===== config.mk =====
export PLATFORM = sky130hd
export DESIGN_NAME = mer_adv_regs
export DESIGN_NICKNAME = d
export VERILOG_FILES = /design/src/hw/mer_adv_regs.v
export VERILOG_INCLUDE_DIRS = /design/src /design/src/shared
export SDC_FILE = /design/constraint.sdc
export NUM_CORES = 1
export LEC_CHECK = 0
export ABC_CLOCK_PERIOD_IN_PS = 2560
export BUFFER_PORTS_ARGS = -buffer_cell sky130_fd_sc_hd__buf_4
export CAP_MARGIN = 25
export CORE_ASPECT_RATIO = 1.2
export CORE_UTILIZATION = 51
export DETAILED_ROUTE_END_ITERATION = 10
export PLACE_DENSITY = 0.89
export REMOVE_ABC_BUFFERS = 1
export SKIP_LAST_GASP = 1
export SYNTH_ARGS = -nofsm -noshare
export SYNTH_HDL_FRONTEND = slang
export SYNTH_SLANG_ARGS = --single-unit

===== constraint.sdc =====
create_clock -name CLK_IN -period 2.56 [get_ports CLK_IN]
set_input_delay 0.256 -clock CLK_IN [delete_from_list [all_inputs] [get_ports CLK_IN]]
set_output_delay 0.256 -clock CLK_IN [all_outputs]
set_load 0.005 [all_outputs]

===== src/shared/mer_regs.vh =====
// Constants of the motion engine advanced register block.
// Assumes an APB slave with word-aligned byte registers (index * 4).
`ifndef MER_REGS_VH
`define MER_REGS_VH
// Register indices; byte address is index * 4
`define MER_IDX_ASC0      8'hF0
`define MER_IDX_WIN       8'hF2
`define MER_IDX_SHARE_HI  8'hF3
`define MER_IDX_SHARE_LO  8'hF4
`define MER_IDX_AVG       8'hF5
`define MER_IDX_DEB_DUR   8'hF6
`define MER_IDX_DEB_MASK  8'hF7
`define MER_IDX_TRN_THR   8'hF8
`define MER_IDX_NOI_THR   8'hF9
`define MER_IDX_SIG_HI    8'hFA
`define MER_IDX_SIG_LO    8'hFB
`define MER_IDX_DC_HI     8'hFC
`define MER_IDX_DC_LO     8'hFD
`define MER_IDX_IRQ_STS   8'hE0
`define MER_IDX_IRQ_MASK  8'hE1
// Control/status register 0 fields
`define MER_ASC0_TRANSIENT 0
`define MER_ASC0_NOISE     1
`define MER_ASC0_ORIGIN    2
`define MER_ASC0_NEWSMP    3
`define MER_ASC0_REFRESH   4
// Window control fields
`define MER_WIN_RATE_LSB   0
`define MER_WIN_SIZE_LSB   3
`define MER_WIN_LOCK_LSB   5
// Window size codes
`define MER_WSZ_RSVD       2'h0
`define MER_WSZ_SMALL      2'h1
`define MER_WSZ_MEDIUM     2'h2
`define MER_WSZ_LARGE      2'h3
// Update period = base + step * rate, in samples
`define MER_UPD_BASE       5'h04
`define MER_UPD_STEP       5'h02
// Interrupt status bits
`define MER_IRQ_TRANSIENT  0
`define MER_IRQ_NOISE      1
`define MER_IRQ_MOTION     2
`define MER_IRQ_NEWSMP     3
// Bus reset value of every stored field
`define MER_RST_BYTE       8'h00
`define MER_RST_WORD       16'h0000
`endif


===== src/hw/mer_adv_regs.v =====
// Advanced status/control registers of the infrared motion engine.
// Assumes engine strobes are on CLK_IN and APB master on the same clock.
`timescale 1ns/10ps
`default_nettype none
`include "mer_regs.vh"
module mer_adv_regs #(
  parameter [7:0] LOCK_STEP = 8'h04
)(
  input  wire        CLK_IN,
  input  wire        ARST_N_IN,
  input  wire        PSEL_IN,
  input  wire        PENABLE_IN,
  input  wire        PWRITE_IN,
  input  wire [9:0]  PADDR_IN,
  input  wire [31:0] PWDATA_IN,
  input  wire [3:0]  PSTRB_IN,
  output wire [31:0] PRDATA_OUT,
  output wire        PREADY_OUT,
  output wire        PSLVERR_OUT,
  input  wire        ENG_INIT_IN,
  input  wire        SAMPLE_VALID_IN,
  input  wire [15:0] SAMPLE_DATA_IN,
  input  wire        OUT_OF_WIN_IN,
  input  wire        MOTION_DET_IN,
  input  wire        MOTION_EXT_IN,
  input  wire        NOISE_EVT_IN,
  input  wire        TRANSIENT_EVT_IN,
  input  wire        DC_VALID_IN,
  input  wire [15:0] DC_DATA_IN,
  input  wire [15:0] CPU_SHARE_IN,
  input  wire        SLOPE_VALID_IN,
  input  wire [7:0]  SLOPE_IN,
  output wire        FAST_FILL_OUT,
  output wire        SLOPE_OK_OUT,
  output wire [2:0]  WIN_SEL_OUT,
  output wire        WIN_RSVD_OUT,
  output wire        LIMIT_UPDATE_OUT,
  output wire        DEBOUNCE_STEP_OUT,
  output wire [7:0]  AVG_DEPTH_OUT,
  output wire [7:0]  DEBOUNCE_DUR_OUT,
  output wire [6:0]  TRANSIENT_THR_OUT,
  output wire [6:0]  NOISE_THR_OUT,
  output wire        IRQ_OUT
);

  // Stored registers and combinational next-state values
  reg        refresh_q;
  reg        new_smp_q;
  reg        origin_q;
  reg        noise_q;
  reg        trans_q;
  reg [7:0]  win_ctrl_q;
  reg [15:0] cpu_share_q;
  reg [7:0]  avg_depth_q;
  reg [7:0]  deb_dur_q;
  reg [7:0]  deb_mask_q;
  reg [6:0]  trn_thr_q;
  reg [6:0]  noi_thr_q;
  reg [15:0] sample_q;
  reg [15:0] dc_q;
  reg [7:0]  shadow_q;
  reg [3:0]  irq_sts_q;
  reg [3:0]  irq_mask_q;
  reg [31:0] rdata_q;
  reg        slverr_q;
  reg        fast_fill_q;
  reg        slope_ok_q;
  reg [2:0]  win_sel_q;
  reg        win_rsvd_q;
  reg [4:0]  upd_cnt_q;
  reg [4:0]  upd_cnt_d;
  reg        upd_q;
  reg [7:0]  hist_q;
  reg [7:0]  hist_d;
  reg        deb_step_q;
  // Combinational read mux outputs
  reg [7:0]  rd_byte;
  reg        hit;

  // Bus decode; byte lanes above the lowest are ignored
  wire [7:0]  idx       = PADDR_IN[9:2];
  wire        aligned   = (PADDR_IN[1:0] == 2'h0);
  wire        setup     = PSEL_IN & ~PENABLE_IN;
  wire        access    = PSEL_IN & PENABLE_IN;
  wire        wr_en     = access & PWRITE_IN & PSTRB_IN[0] & hit & aligned;
  wire [7:0]  wb        = PWDATA_IN[7:0];
  wire        fill_now  = ENG_INIT_IN & refresh_q;
  wire [2:0]  lock_lvl  = win_ctrl_q[`MER_WIN_LOCK_LSB +: 3];
  wire [1:0]  win_size  = win_ctrl_q[`MER_WIN_SIZE_LSB +: 2];
  wire [2:0]  upd_rate  = win_ctrl_q[`MER_WIN_RATE_LSB +: 3];
  // Widened operands so the largest level times step cannot wrap
  wire [10:0] lock_min  = {8'h00, lock_lvl} * {3'h0, LOCK_STEP};
  // Period stays below 32 for every rate, so five bits suffice
  wire [4:0]  upd_per   = `MER_UPD_BASE + (`MER_UPD_STEP * {2'h0, upd_rate});
  // Event order matches the interrupt status bit positions
  wire [3:0]  irq_evt   = {SAMPLE_VALID_IN, MOTION_DET_IN, NOISE_EVT_IN, TRANSIENT_EVT_IN};

  // Read decode; unmapped indices flag an error and read zero
  always @*
  begin
    rd_byte = 8'h00;
    hit     = 1'b1;
    case (idx)
      `MER_IDX_ASC0:
        rd_byte = {3'h0, refresh_q, new_smp_q, origin_q, noise_q, trans_q};
      `MER_IDX_WIN:      rd_byte = win_ctrl_q;
      `MER_IDX_SHARE_HI: rd_byte = cpu_share_q[15:8];
      `MER_IDX_SHARE_LO: rd_byte = shadow_q;
      `MER_IDX_AVG:      rd_byte = avg_depth_q;
      `MER_IDX_DEB_DUR:  rd_byte = deb_dur_q;
      `MER_IDX_DEB_MASK: rd_byte = deb_mask_q;
      `MER_IDX_TRN_THR:  rd_byte = {1'b0, trn_thr_q};
      `MER_IDX_NOI_THR:  rd_byte = {1'b0, noi_thr_q};
      `MER_IDX_SIG_HI:   rd_byte = sample_q[15:8];
      `MER_IDX_SIG_LO:   rd_byte = shadow_q;
      `MER_IDX_DC_HI:    rd_byte = dc_q[15:8];
      `MER_IDX_DC_LO:    rd_byte = shadow_q;
      `MER_IDX_IRQ_STS:  rd_byte = {4'h0, irq_sts_q};
      `MER_IDX_IRQ_MASK: rd_byte = {4'h0, irq_mask_q};
      default:           hit = 1'b0;
    endcase
  end

  // Read data and error sampled in setup so data leaves a flop
  // Writes and faults return zero so no stale byte leaks out
  always @(posedge CLK_IN or negedge ARST_N_IN)
  begin
    if (!ARST_N_IN)
    begin
      rdata_q  <= 32'h0000_0000;
      slverr_q <= 1'b0;
    end
    else if (setup)
    begin
      rdata_q  <= (PWRITE_IN || !hit || !aligned) ? 32'h0000_0000 : {24'h0, rd_byte};
      slverr_q <= ~(hit & aligned);
    end
  end

  // Low byte snapshot on high byte read keeps 16-bit reads coherent
  // Limitation: a low-byte read without its high byte returns stale data
  always @(posedge CLK_IN or negedge ARST_N_IN)
  begin
    if (!ARST_N_IN)
      shadow_q <= `MER_RST_BYTE;
    else if (setup && !PWRITE_IN && aligned)
    begin
      if (idx == `MER_IDX_SHARE_HI)
        shadow_q <= cpu_share_q[7:0];
      else if (idx == `MER_IDX_SIG_HI)
        shadow_q <= sample_q[7:0];
      else if (idx == `MER_IDX_DC_HI)
        shadow_q <= dc_q[7:0];
    end
  end

  // Zero wait states: every access completes in its first cycle
  assign PREADY_OUT  = access;
  assign PRDATA_OUT  = rdata_q;
  // Error shown only while the faulty access is on the bus
  assign PSLVERR_OUT = access & slverr_q;

  // Control/status 0: hardware set beats a same-cycle software clear.
  // Only bus reset touches these; engine init leaves them alone.
  always @(posedge CLK_IN or negedge ARST_N_IN)
  begin
    if (!ARST_N_IN)
    begin
      refresh_q <= 1'b0;
      new_smp_q <= 1'b0;
      origin_q  <= 1'b0;
      noise_q   <= 1'b0;
      trans_q   <= 1'b0;
    end
    else
    begin
      if (wr_en && idx == `MER_IDX_ASC0)
        refresh_q <= wb[`MER_ASC0_REFRESH];
      if (SAMPLE_VALID_IN)
        new_smp_q <= 1'b1;
      else if (wr_en && idx == `MER_IDX_ASC0)
        new_smp_q <= wb[`MER_ASC0_NEWSMP];
      // Origin has no bus write path, so it stays read-only
      if (MOTION_DET_IN)
        origin_q <= MOTION_EXT_IN;
      if (NOISE_EVT_IN)
        noise_q <= 1'b1;
      else if (wr_en && idx == `MER_IDX_ASC0)
        noise_q <= wb[`MER_ASC0_NOISE];
      if (TRANSIENT_EVT_IN)
        trans_q <= 1'b1;
      else if (wr_en && idx == `MER_IDX_ASC0)
        trans_q <= wb[`MER_ASC0_TRANSIENT];
    end
  end

  // Software-owned configuration bytes; reserved top bits not stored
  // Writes with the low strobe off never reach these
  always @(posedge CLK_IN or negedge ARST_N_IN)
  begin
    if (!ARST_N_IN)
    begin
      win_ctrl_q  <= `MER_RST_BYTE;
      avg_depth_q <= `MER_RST_BYTE;
      deb_dur_q   <= `MER_RST_BYTE;
      deb_mask_q  <= `MER_RST_BYTE;
      trn_thr_q   <= 7'h00;
      noi_thr_q   <= 7'h00;
      irq_mask_q  <= 4'h0;
    end
    else if (wr_en)
    begin
      case (idx)
        `MER_IDX_WIN:      win_ctrl_q  <= wb;
        `MER_IDX_AVG:      avg_depth_q <= wb;
        `MER_IDX_DEB_DUR:  deb_dur_q   <= wb;
        `MER_IDX_DEB_MASK: deb_mask_q  <= wb;
        `MER_IDX_TRN_THR:  trn_thr_q   <= wb[6:0];
        `MER_IDX_NOI_THR:  noi_thr_q   <= wb[6:0];
        `MER_IDX_IRQ_MASK: irq_mask_q  <= wb[3:0];
        default:           irq_mask_q  <= irq_mask_q;             // Read-only: ignored
      endcase
    end
  end

  // Engine-owned values; bus writes never reach them
  // Process rate refreshed every cycle; it is only an indicator
  always @(posedge CLK_IN or negedge ARST_N_IN)
  begin
    if (!ARST_N_IN)
    begin
      cpu_share_q <= `MER_RST_WORD;
      sample_q    <= `MER_RST_WORD;
      dc_q        <= `MER_RST_WORD;
    end
    else
    begin
      cpu_share_q <= CPU_SHARE_IN;
      if (SAMPLE_VALID_IN)
        sample_q <= SAMPLE_DATA_IN;
      if (DC_VALID_IN)
        dc_q <= DC_DATA_IN;
    end
  end

  // Interrupt status: write one to clear, new event wins
  always @(posedge CLK_IN or negedge ARST_N_IN)
  begin
    if (!ARST_N_IN)
      irq_sts_q <= 4'h0;
    else if (wr_en && idx == `MER_IDX_IRQ_STS)
      irq_sts_q <= (irq_sts_q & ~wb[3:0]) | irq_evt;
    else
      irq_sts_q <= irq_sts_q | irq_evt;
  end

  // Level output; stays high until software clears or masks
  assign IRQ_OUT = |(irq_sts_q & irq_mask_q);

  // Fast refill request when init runs with refresh set
  // Refresh bit is left set; software decides when to drop it
  always @(posedge CLK_IN or negedge ARST_N_IN)
  begin
    if (!ARST_N_IN)
      fast_fill_q <= 1'b0;
    else
      fast_fill_q <= fill_now;
  end

  // Slope gate; lock level 0 passes every slope
  // Compared at full width so level seven never wraps
  always @(posedge CLK_IN or negedge ARST_N_IN)
  begin
    if (!ARST_N_IN)
      slope_ok_q <= 1'b0;
    else
      slope_ok_q <= SLOPE_VALID_IN & ({3'h0, SLOPE_IN} >= lock_min);
  end

  // Window size decode, one-hot small/medium/large
  // Reserved code leaves every window select low
  always @(posedge CLK_IN or negedge ARST_N_IN)
  begin
    if (!ARST_N_IN)
    begin
      win_sel_q  <= 3'h0;
      win_rsvd_q <= 1'b1;                                         // Field resets to reserved code
    end
    else
    begin
      win_rsvd_q <= (win_size == `MER_WSZ_RSVD);
      case (win_size)
        `MER_WSZ_SMALL:  win_sel_q <= 3'h1;
        `MER_WSZ_MEDIUM: win_sel_q <= 3'h2;
        `MER_WSZ_LARGE:  win_sel_q <= 3'h4;
        default:         win_sel_q <= 3'h0;
      endcase
    end
  end

  // Sample counter for control-limit updates; fast fill restarts it
  always @*
  begin
    upd_cnt_d = upd_cnt_q;
    if (fill_now)
      upd_cnt_d = 5'h00;
    else if (SAMPLE_VALID_IN)
    begin
      if (upd_cnt_q + 5'h01 >= upd_per)
        upd_cnt_d = 5'h00;
      else
        upd_cnt_d = upd_cnt_q + 5'h01;
    end
  end

  // Pulse registered so consumers see a clean one-cycle strobe
  always @(posedge CLK_IN or negedge ARST_N_IN)
  begin
    if (!ARST_N_IN)
    begin
      upd_cnt_q <= 5'h00;
      upd_q     <= 1'b0;
    end
    else
    begin
      upd_cnt_q <= upd_cnt_d;
      upd_q     <= ~fill_now & SAMPLE_VALID_IN & (upd_cnt_q + 5'h01 >= upd_per);
    end
  end

  // Out-of-window history; a full masked run counts one step, then restarts
  always @*
  begin
    hist_d = hist_q;
    if (fill_now)
      hist_d = 8'h00;
    else if (SAMPLE_VALID_IN)
      hist_d = {hist_q[6:0], OUT_OF_WIN_IN};
  end

  // Run check uses the next history so the completing sample counts
  // Limitation: history is one byte, so runs beyond eight are not possible
  always @(posedge CLK_IN or negedge ARST_N_IN)
  begin
    if (!ARST_N_IN)
    begin
      hist_q     <= 8'h00;
      deb_step_q <= 1'b0;
    end
    else if (SAMPLE_VALID_IN && !fill_now && deb_mask_q != 8'h00
             && (hist_d & deb_mask_q) == deb_mask_q)
    begin
      hist_q     <= 8'h00;
      deb_step_q <= 1'b1;
    end
    else
    begin
      hist_q     <= hist_d;
      deb_step_q <= 1'b0;
    end
  end

  assign FAST_FILL_OUT     = fast_fill_q;
  assign SLOPE_OK_OUT      = slope_ok_q;
  assign WIN_SEL_OUT       = win_sel_q;
  assign WIN_RSVD_OUT      = win_rsvd_q;
  assign LIMIT_UPDATE_OUT  = upd_q;
  assign DEBOUNCE_STEP_OUT = deb_step_q;
  assign AVG_DEPTH_OUT     = avg_depth_q;
  assign DEBOUNCE_DUR_OUT  = deb_dur_q;
  assign TRANSIENT_THR_OUT = trn_thr_q;
  assign NOISE_THR_OUT     = noi_thr_q;

endmodule // mer_adv_regs
`default_nettype wire


== Word-level counts from Yosys, hierarchy flattened ==
Cells that the tools add are included.
Word-level totals
  output and inout port bits: 73
  bits in registers: 169
Cells by class
  bitwise logic cells: 21
  mux-type cells: 21
  reduce and logical (&&, ||, !) cells: 32
  magnitude comparators: 2
  $add $sub $neg: 2
  equality and inequality tests: 19
Operators with widths (number)
  $eq 8x8->1 const B: 15
  $pmux 8 s13: 1
  $mux 8: 7
  $reduce_and 2->1: 8
  $mux 5: 3
  $reduce_or 15->1: 1
  $and 1x1->1: 12
  $pmux 3 s3: 1
  $and 4x4->4: 2
  $and 8x8->8: 1
  $eq 8x8->1: 1
  $ge 8x5->1: 1
  $mux 1: 8
  $or 4x4->4: 2
  $reduce_bool 2->1: 4
  $reduce_bool 8->1: 1
  $logic_and 1x1->1: 7
  $add 3x4->5 const A: 1
  $add 5x1->5 const B: 1
  $ge 5x5->1: 1
  $eq 2x2->1 const B: 2
  $logic_not 1->1: 4
  $logic_not 2->1: 2
  $mux 4: 1
  other kinds (7): 10

== Longest topological paths before layout ==
  depth after elaboration: 8
  gate-level depth with buffers: 8
  mapped depth without buffers: 8

== Worst setup path before layout ==
No wires, ideal clock.
  path type: register -> register
  from: reg upd_cnt_q[0]
  to: reg upd_cnt_q[2]
  cell stages (with the launch flop): 9
  arrival: 1973 ps
  setup time: 125 ps
  buffers on the path: 0
  required time: 2435 ps
  setup slack: 462 ps
  clock period less this slack: 2098 ps
  cells stage by stage: dfrtp_1 ha_1 xor2_1 ha_1 nor2b_1 o21a_1 o21ai_0 nand2_1 a2111oi_0
Between the ends
  cells in the longest elaborated chain, start to end: 5
Ends and longest elaborated chain
  start, declared: RTL line mer_adv_regs.v:70  | reg [4:0] upd_cnt_q;
  start signal, assigned: RTL line mer_adv_regs.v:326  | upd_cnt_q <= upd_cnt_d;
  $add 5x1->5 (*): RTL line mer_adv_regs.v:309, mer_adv_regs.v:312
  $ge 5x5->1: RTL line mer_adv_regs.v:309  | if (upd_cnt_q + 5'h01 >= upd_per)
  $mux 5 (*): RTL line mer_adv_regs.v:309
  $mux 5 (*): RTL line mer_adv_regs.v:307  | else if (SAMPLE_VALID_IN)
  $mux 5 (*): RTL line mer_adv_regs.v:305  | if (fill_now)
Every way passes the cells marked *; elsewhere a longest branch is shown, timed or not. The select of a mux whose other input is x is not followed.
A chain may end at the register's enable or synchronous reset.

== Worst setup path in the final report ==
Same ends and word-level chain as after synthesis.

==> run summary <==
The number of antenna violations at the first check in global routing is 0, and the measured slew at the worst slew-check pin is 0.634 ns. The die covers 14300 µm². Commonest register cell after synthesis: dfrtp_1. For the worst flop-to-flop path, the logic depth is 8. The run gives 0.576 as the worst slew margin relative to its limit. Net switching share of the total power: 0.263. For the sequential cell area fraction in the yosys report, the log shows 0.515. The register clock-pin slew on the reported worst setup and hold paths works out to 0.06 ns. The count of final hold-check violations was 0; the data arrival time at the worst-slack endpoint was 2.70 ns. The run gives 0 ns as the aggregate negative setup slack.

Setup violations remaining at the end of the flow were counted as 0. In this run the critical register-to-register path is captured at upd_cnt_q[2]$_DFFE_PN0P_. The tools report the area of the core as 13400 µm². Internal power comes to 4.08 mW.

The max-slew violation total from the final report was 0. Port buffering added 137 buffers. The met3 wire length was 1530 µm.

The share of synthesized flip-flops with an asynchronous set or reset came out at 1.00. The number of global-route vias before repair came out at 5894. The reg2reg setup slack was 0.15 ns; the insertion delay of the later-clocked pin in the worst-skew pair was 0.43 ns.

The net count of the finished layout is 893. The run finished with clean final reports. Setup repair after global routing left no endpoint under its margin. The layout has 931 filler cells. The root buffer cell chosen for the clock tree is clkbuf_16.

During I/O placement, the number of pins put on the boundary was 189. In this run the top signal layer used is met4. The tools report the startpoint of the most critical register-to-register path as upd_cnt_q[0]$_DFFE_PN0P_. The tools report the CTS buffer count as 17. Counting stages on the worst path, the most repeated cell is ha_1. The routed length on met1 was 7530 µm.

After synthesis the cells add up to 7050 µm². The congestion estimate from routability-driven global placement came to 0.964. In this run the core area contains 46 standard-cell rows.

First-pass GRT wire length: 31400 µm. The clock passes through at most 2 buffers. The number of different library cells used by synthesis comes to 63.

Among all stages on the critical path, the largest delay is contributed by a2111oi_2. The worst hold path belongs to the class input port to register. The portion of the clock cycle consumed by the worst path in the final layout is 0.941, and the effective utilization at floorplan is 0.528. The run gives 0.455 as the sequential share of power.

Class of the most critical setup path: register to register. The tools report the startpoint class of the critical path as a register. Detailed placement ended at an HPWL of 14200 µm. The worst voltage drop across the vdd grid is 0.397 mV. The biggest fanout along the worst timing path was 5. The post-detailed-route via-to-cell ratio was 6.08; the max-capacitance violation count was 0. The launching instance or port of the critical path was upd_cnt_q[0]$_DFFE_PN0P_.

A synthesized cell averages 11.8 µm². The combinational cell fraction of total power is 0.128. Before antenna repair, the detailed router went through 7 iterations. The routed design could run at a clock period as short as 2.41 ns. The chip width was 109 µm; the maximum clock skew at final layout was 0.00495 ns. For this design the total switching power over the nets is 1.46 mW. Among cell families on the critical path, the largest total delay comes from compound AO/OA/AOI/OAI gates.

TritonCTS built the clock tree. The tools report the global route total overflow as 0. The number of synthesized flops with an enable pin was 0. The logs give 0 for the warning count from the yosys run and 4.31 nW for the leakage power figure. The tools report the global-route total usage across every layer as 0.298.

STA classifies the critical path endpoint as a register. The fraction of layout instances using a drive strength above 1 is 0.385. The tools report the overall routed net length as 20100 µm. Vertical die dimension: 131 µm.

Following the worst setup path forward leads to its endpoint at upd_cnt_q[2]$_DFFE_PN0P_. The power density over cell area came out at 616 nW/µm². The clock net in this run drives a total of 145 sinks. Static timing analysis puts the maximum clock frequency at 415 MHz. Required time at the worst-slack endpoint: 2.85 ns. Traced cell by cell, the critical path runs through ha_1 -> xor2_1 -> ha_1 -> nor2b_1 -> o21a_1 -> o21ai_0 -> nand2_1 -> a2111oi_2. After detailed routing, the average wire length per cell comes to 21.2 µm. The clock network fraction of total power is 0.417, and the worst path buffer plus inverter count is 0. The number of antenna-violating nets in the routed design was 0; the total number of cells along the worst setup path was 8. In this run, synthesis produced a sequential element count of 145.

Entering global routing, the biggest net connects 67 pins. The layout overhead on the synthesized area is 27.7%. Critical path's largest stage delay: 0.46 ns. Wire segments on met2 add up to 10200 µm in the final route. The detailed router's first-iteration violation count was 430.

The remaining routing DRC violations was 0; the total via count after detailed routing was 5760. 0 antenna diodes ended up in the layout. After clock tree synthesis, the setup repair step added 0 buffers. H-tree level count: 4. The final core utilization is 0.674. Gate count after technology mapping: 598.
## registers in the layout (all words and copies together) (netlist names), 3 cells and up
register / flops
AVG_DEPTH_OUT: 8
DEBOUNCE_DUR_OUT: 8
NOISE_THR_OUT: 7
PRDATA_OUT: 8
TRANSIENT_THR_OUT: 7
WIN_SEL_OUT: 3
cpu_share_q: 16
dc_q: 16
deb_mask_q: 8
hist_q: 8
irq_mask_q: 4
irq_sts_q: 4
sample_q: 16
shadow_q: 8
upd_cnt_q: 5
win_ctrl_q: 8
## cell usage after synthesis (11+ instances only)
master	n	area, µm²
dfrtp_1	144	3600
mux2_2	89	1000
nand2_1	32	120
nor2_1	25	93.8
buf_4	24	180
mux2i_1	23	230
o21ai_0	18	90.1
a21oi_1	16	80.1
inv_1	15	56.3
nand3_1	14	70.1
nor3_1	13	65.1
a22oi_1	11	82.6
clkbuf_1	11	41.3
nand4_1	11	68.8
nor2b_1	11	68.8
## through the flow
stage / hold WS [ns] / area [µm²] / setup WS (ns) / std cells / power [mW]
floorplan: -0.0396 / 6840 / 0.412 / 570 / 2.86
global placement: 0.272 / 8280 / 0.287 / 900 / 3.17
detailed placement: 0.284 / 8280 / 0.173 / 900 / 3.22
CTS: 0.0208 / 9000 / 0.121 / 948 / 5.52
global route: 0.0317 / 9000 / 0.0239 / 948 / 5.75
finish: 0.0257 / 9000 / 0.151 / 948 / 5.54
## how the worst min path moves through the flow
stage	start	to	slack, ns	cells after the start
after global placement	ARST_N_IN	sample_q[6]$_DFFE_PN0P_	0.27	1
after global routing	MOTION_DET_IN	irq_sts_q[2]$_DFF_PN0_	0.03	2
final	MOTION_DET_IN	irq_sts_q[2]$_DFF_PN0_	0.03	2
after CTS	MOTION_DET_IN	irq_sts_q[2]$_DFF_PN0_	0.02	2
after floorplan	ARST_N_IN	AVG_DEPTH_OUT[0]$_DFFE_PN0P_	-0.04	0
after detailed placement	ARST_N_IN	cpu_share_q[5]$_DFF_PN0_	0.28	1
## area by class of cell
class,count,area [µm²],area share
Clock buffer,21,470,0.0522
Clock inverter,10,76.3,0.00848
Inverter,15,56.3,0.00625
Multi-Input combinational cell,410,3160,0.351
Sequential cell,145,3630,0.403
Tap cell,168,210,0.0233
Timing Repair Buffer,179,1400,0.156
## placed cells by master, fill, tap and decap left out, types with 15 or more instances in the layout
cell type,Yosys,layout
buf_4,24,160
dfrtp_1,144,144
mux2_2,89,89
nand2_1,32,32
nor2_1,25,25
conb_1,1,24
mux2i_1,23,23
o21ai_0,18,18
clkbuf_16,0,17
dlygate4sd3_1,0,17
a21oi_1,16,16
inv_1,15,15
## power by group through the flow
stage                     logic [mW]  registers [mW]  clock network [mW]
final                          0.711            2.52                2.31
after global routing           0.791            2.53                2.43
after CTS                      0.690            2.52                2.32
after detailed placement       0.662            2.56                   0
after global placement         0.621            2.55                   0
after floorplan                0.335            2.53                   0
## cell families after synthesis
logic type	count (synthesis)	share of synthesized area
simple gates	151	0.118
compound gates	102	0.104
other cells	1	0.000532
buf+inv	66	0.0507
fa+ha+maj	9	0.0160
xor+xnor	4	0.00497
mux	120	0.192
flops	145	0.515
## metal layers
layer | global-route usage | vias up
met5 | 0 | -
met4 | 0.155 | 0
met3 | 0.0665 | 72
met2 | 0.504 | 357
met1 | 0.355 | 2834
li1 | - | 2497
## timing repair
item | in CTS | in global routing
hold endpoints to repair | 79 | 0
hold buffers | 17 | 0
resized for setup | 0 | 2
setup endpoints to repair | 0 | 1
Note: power is estimated with default switching activity, not from simulation.
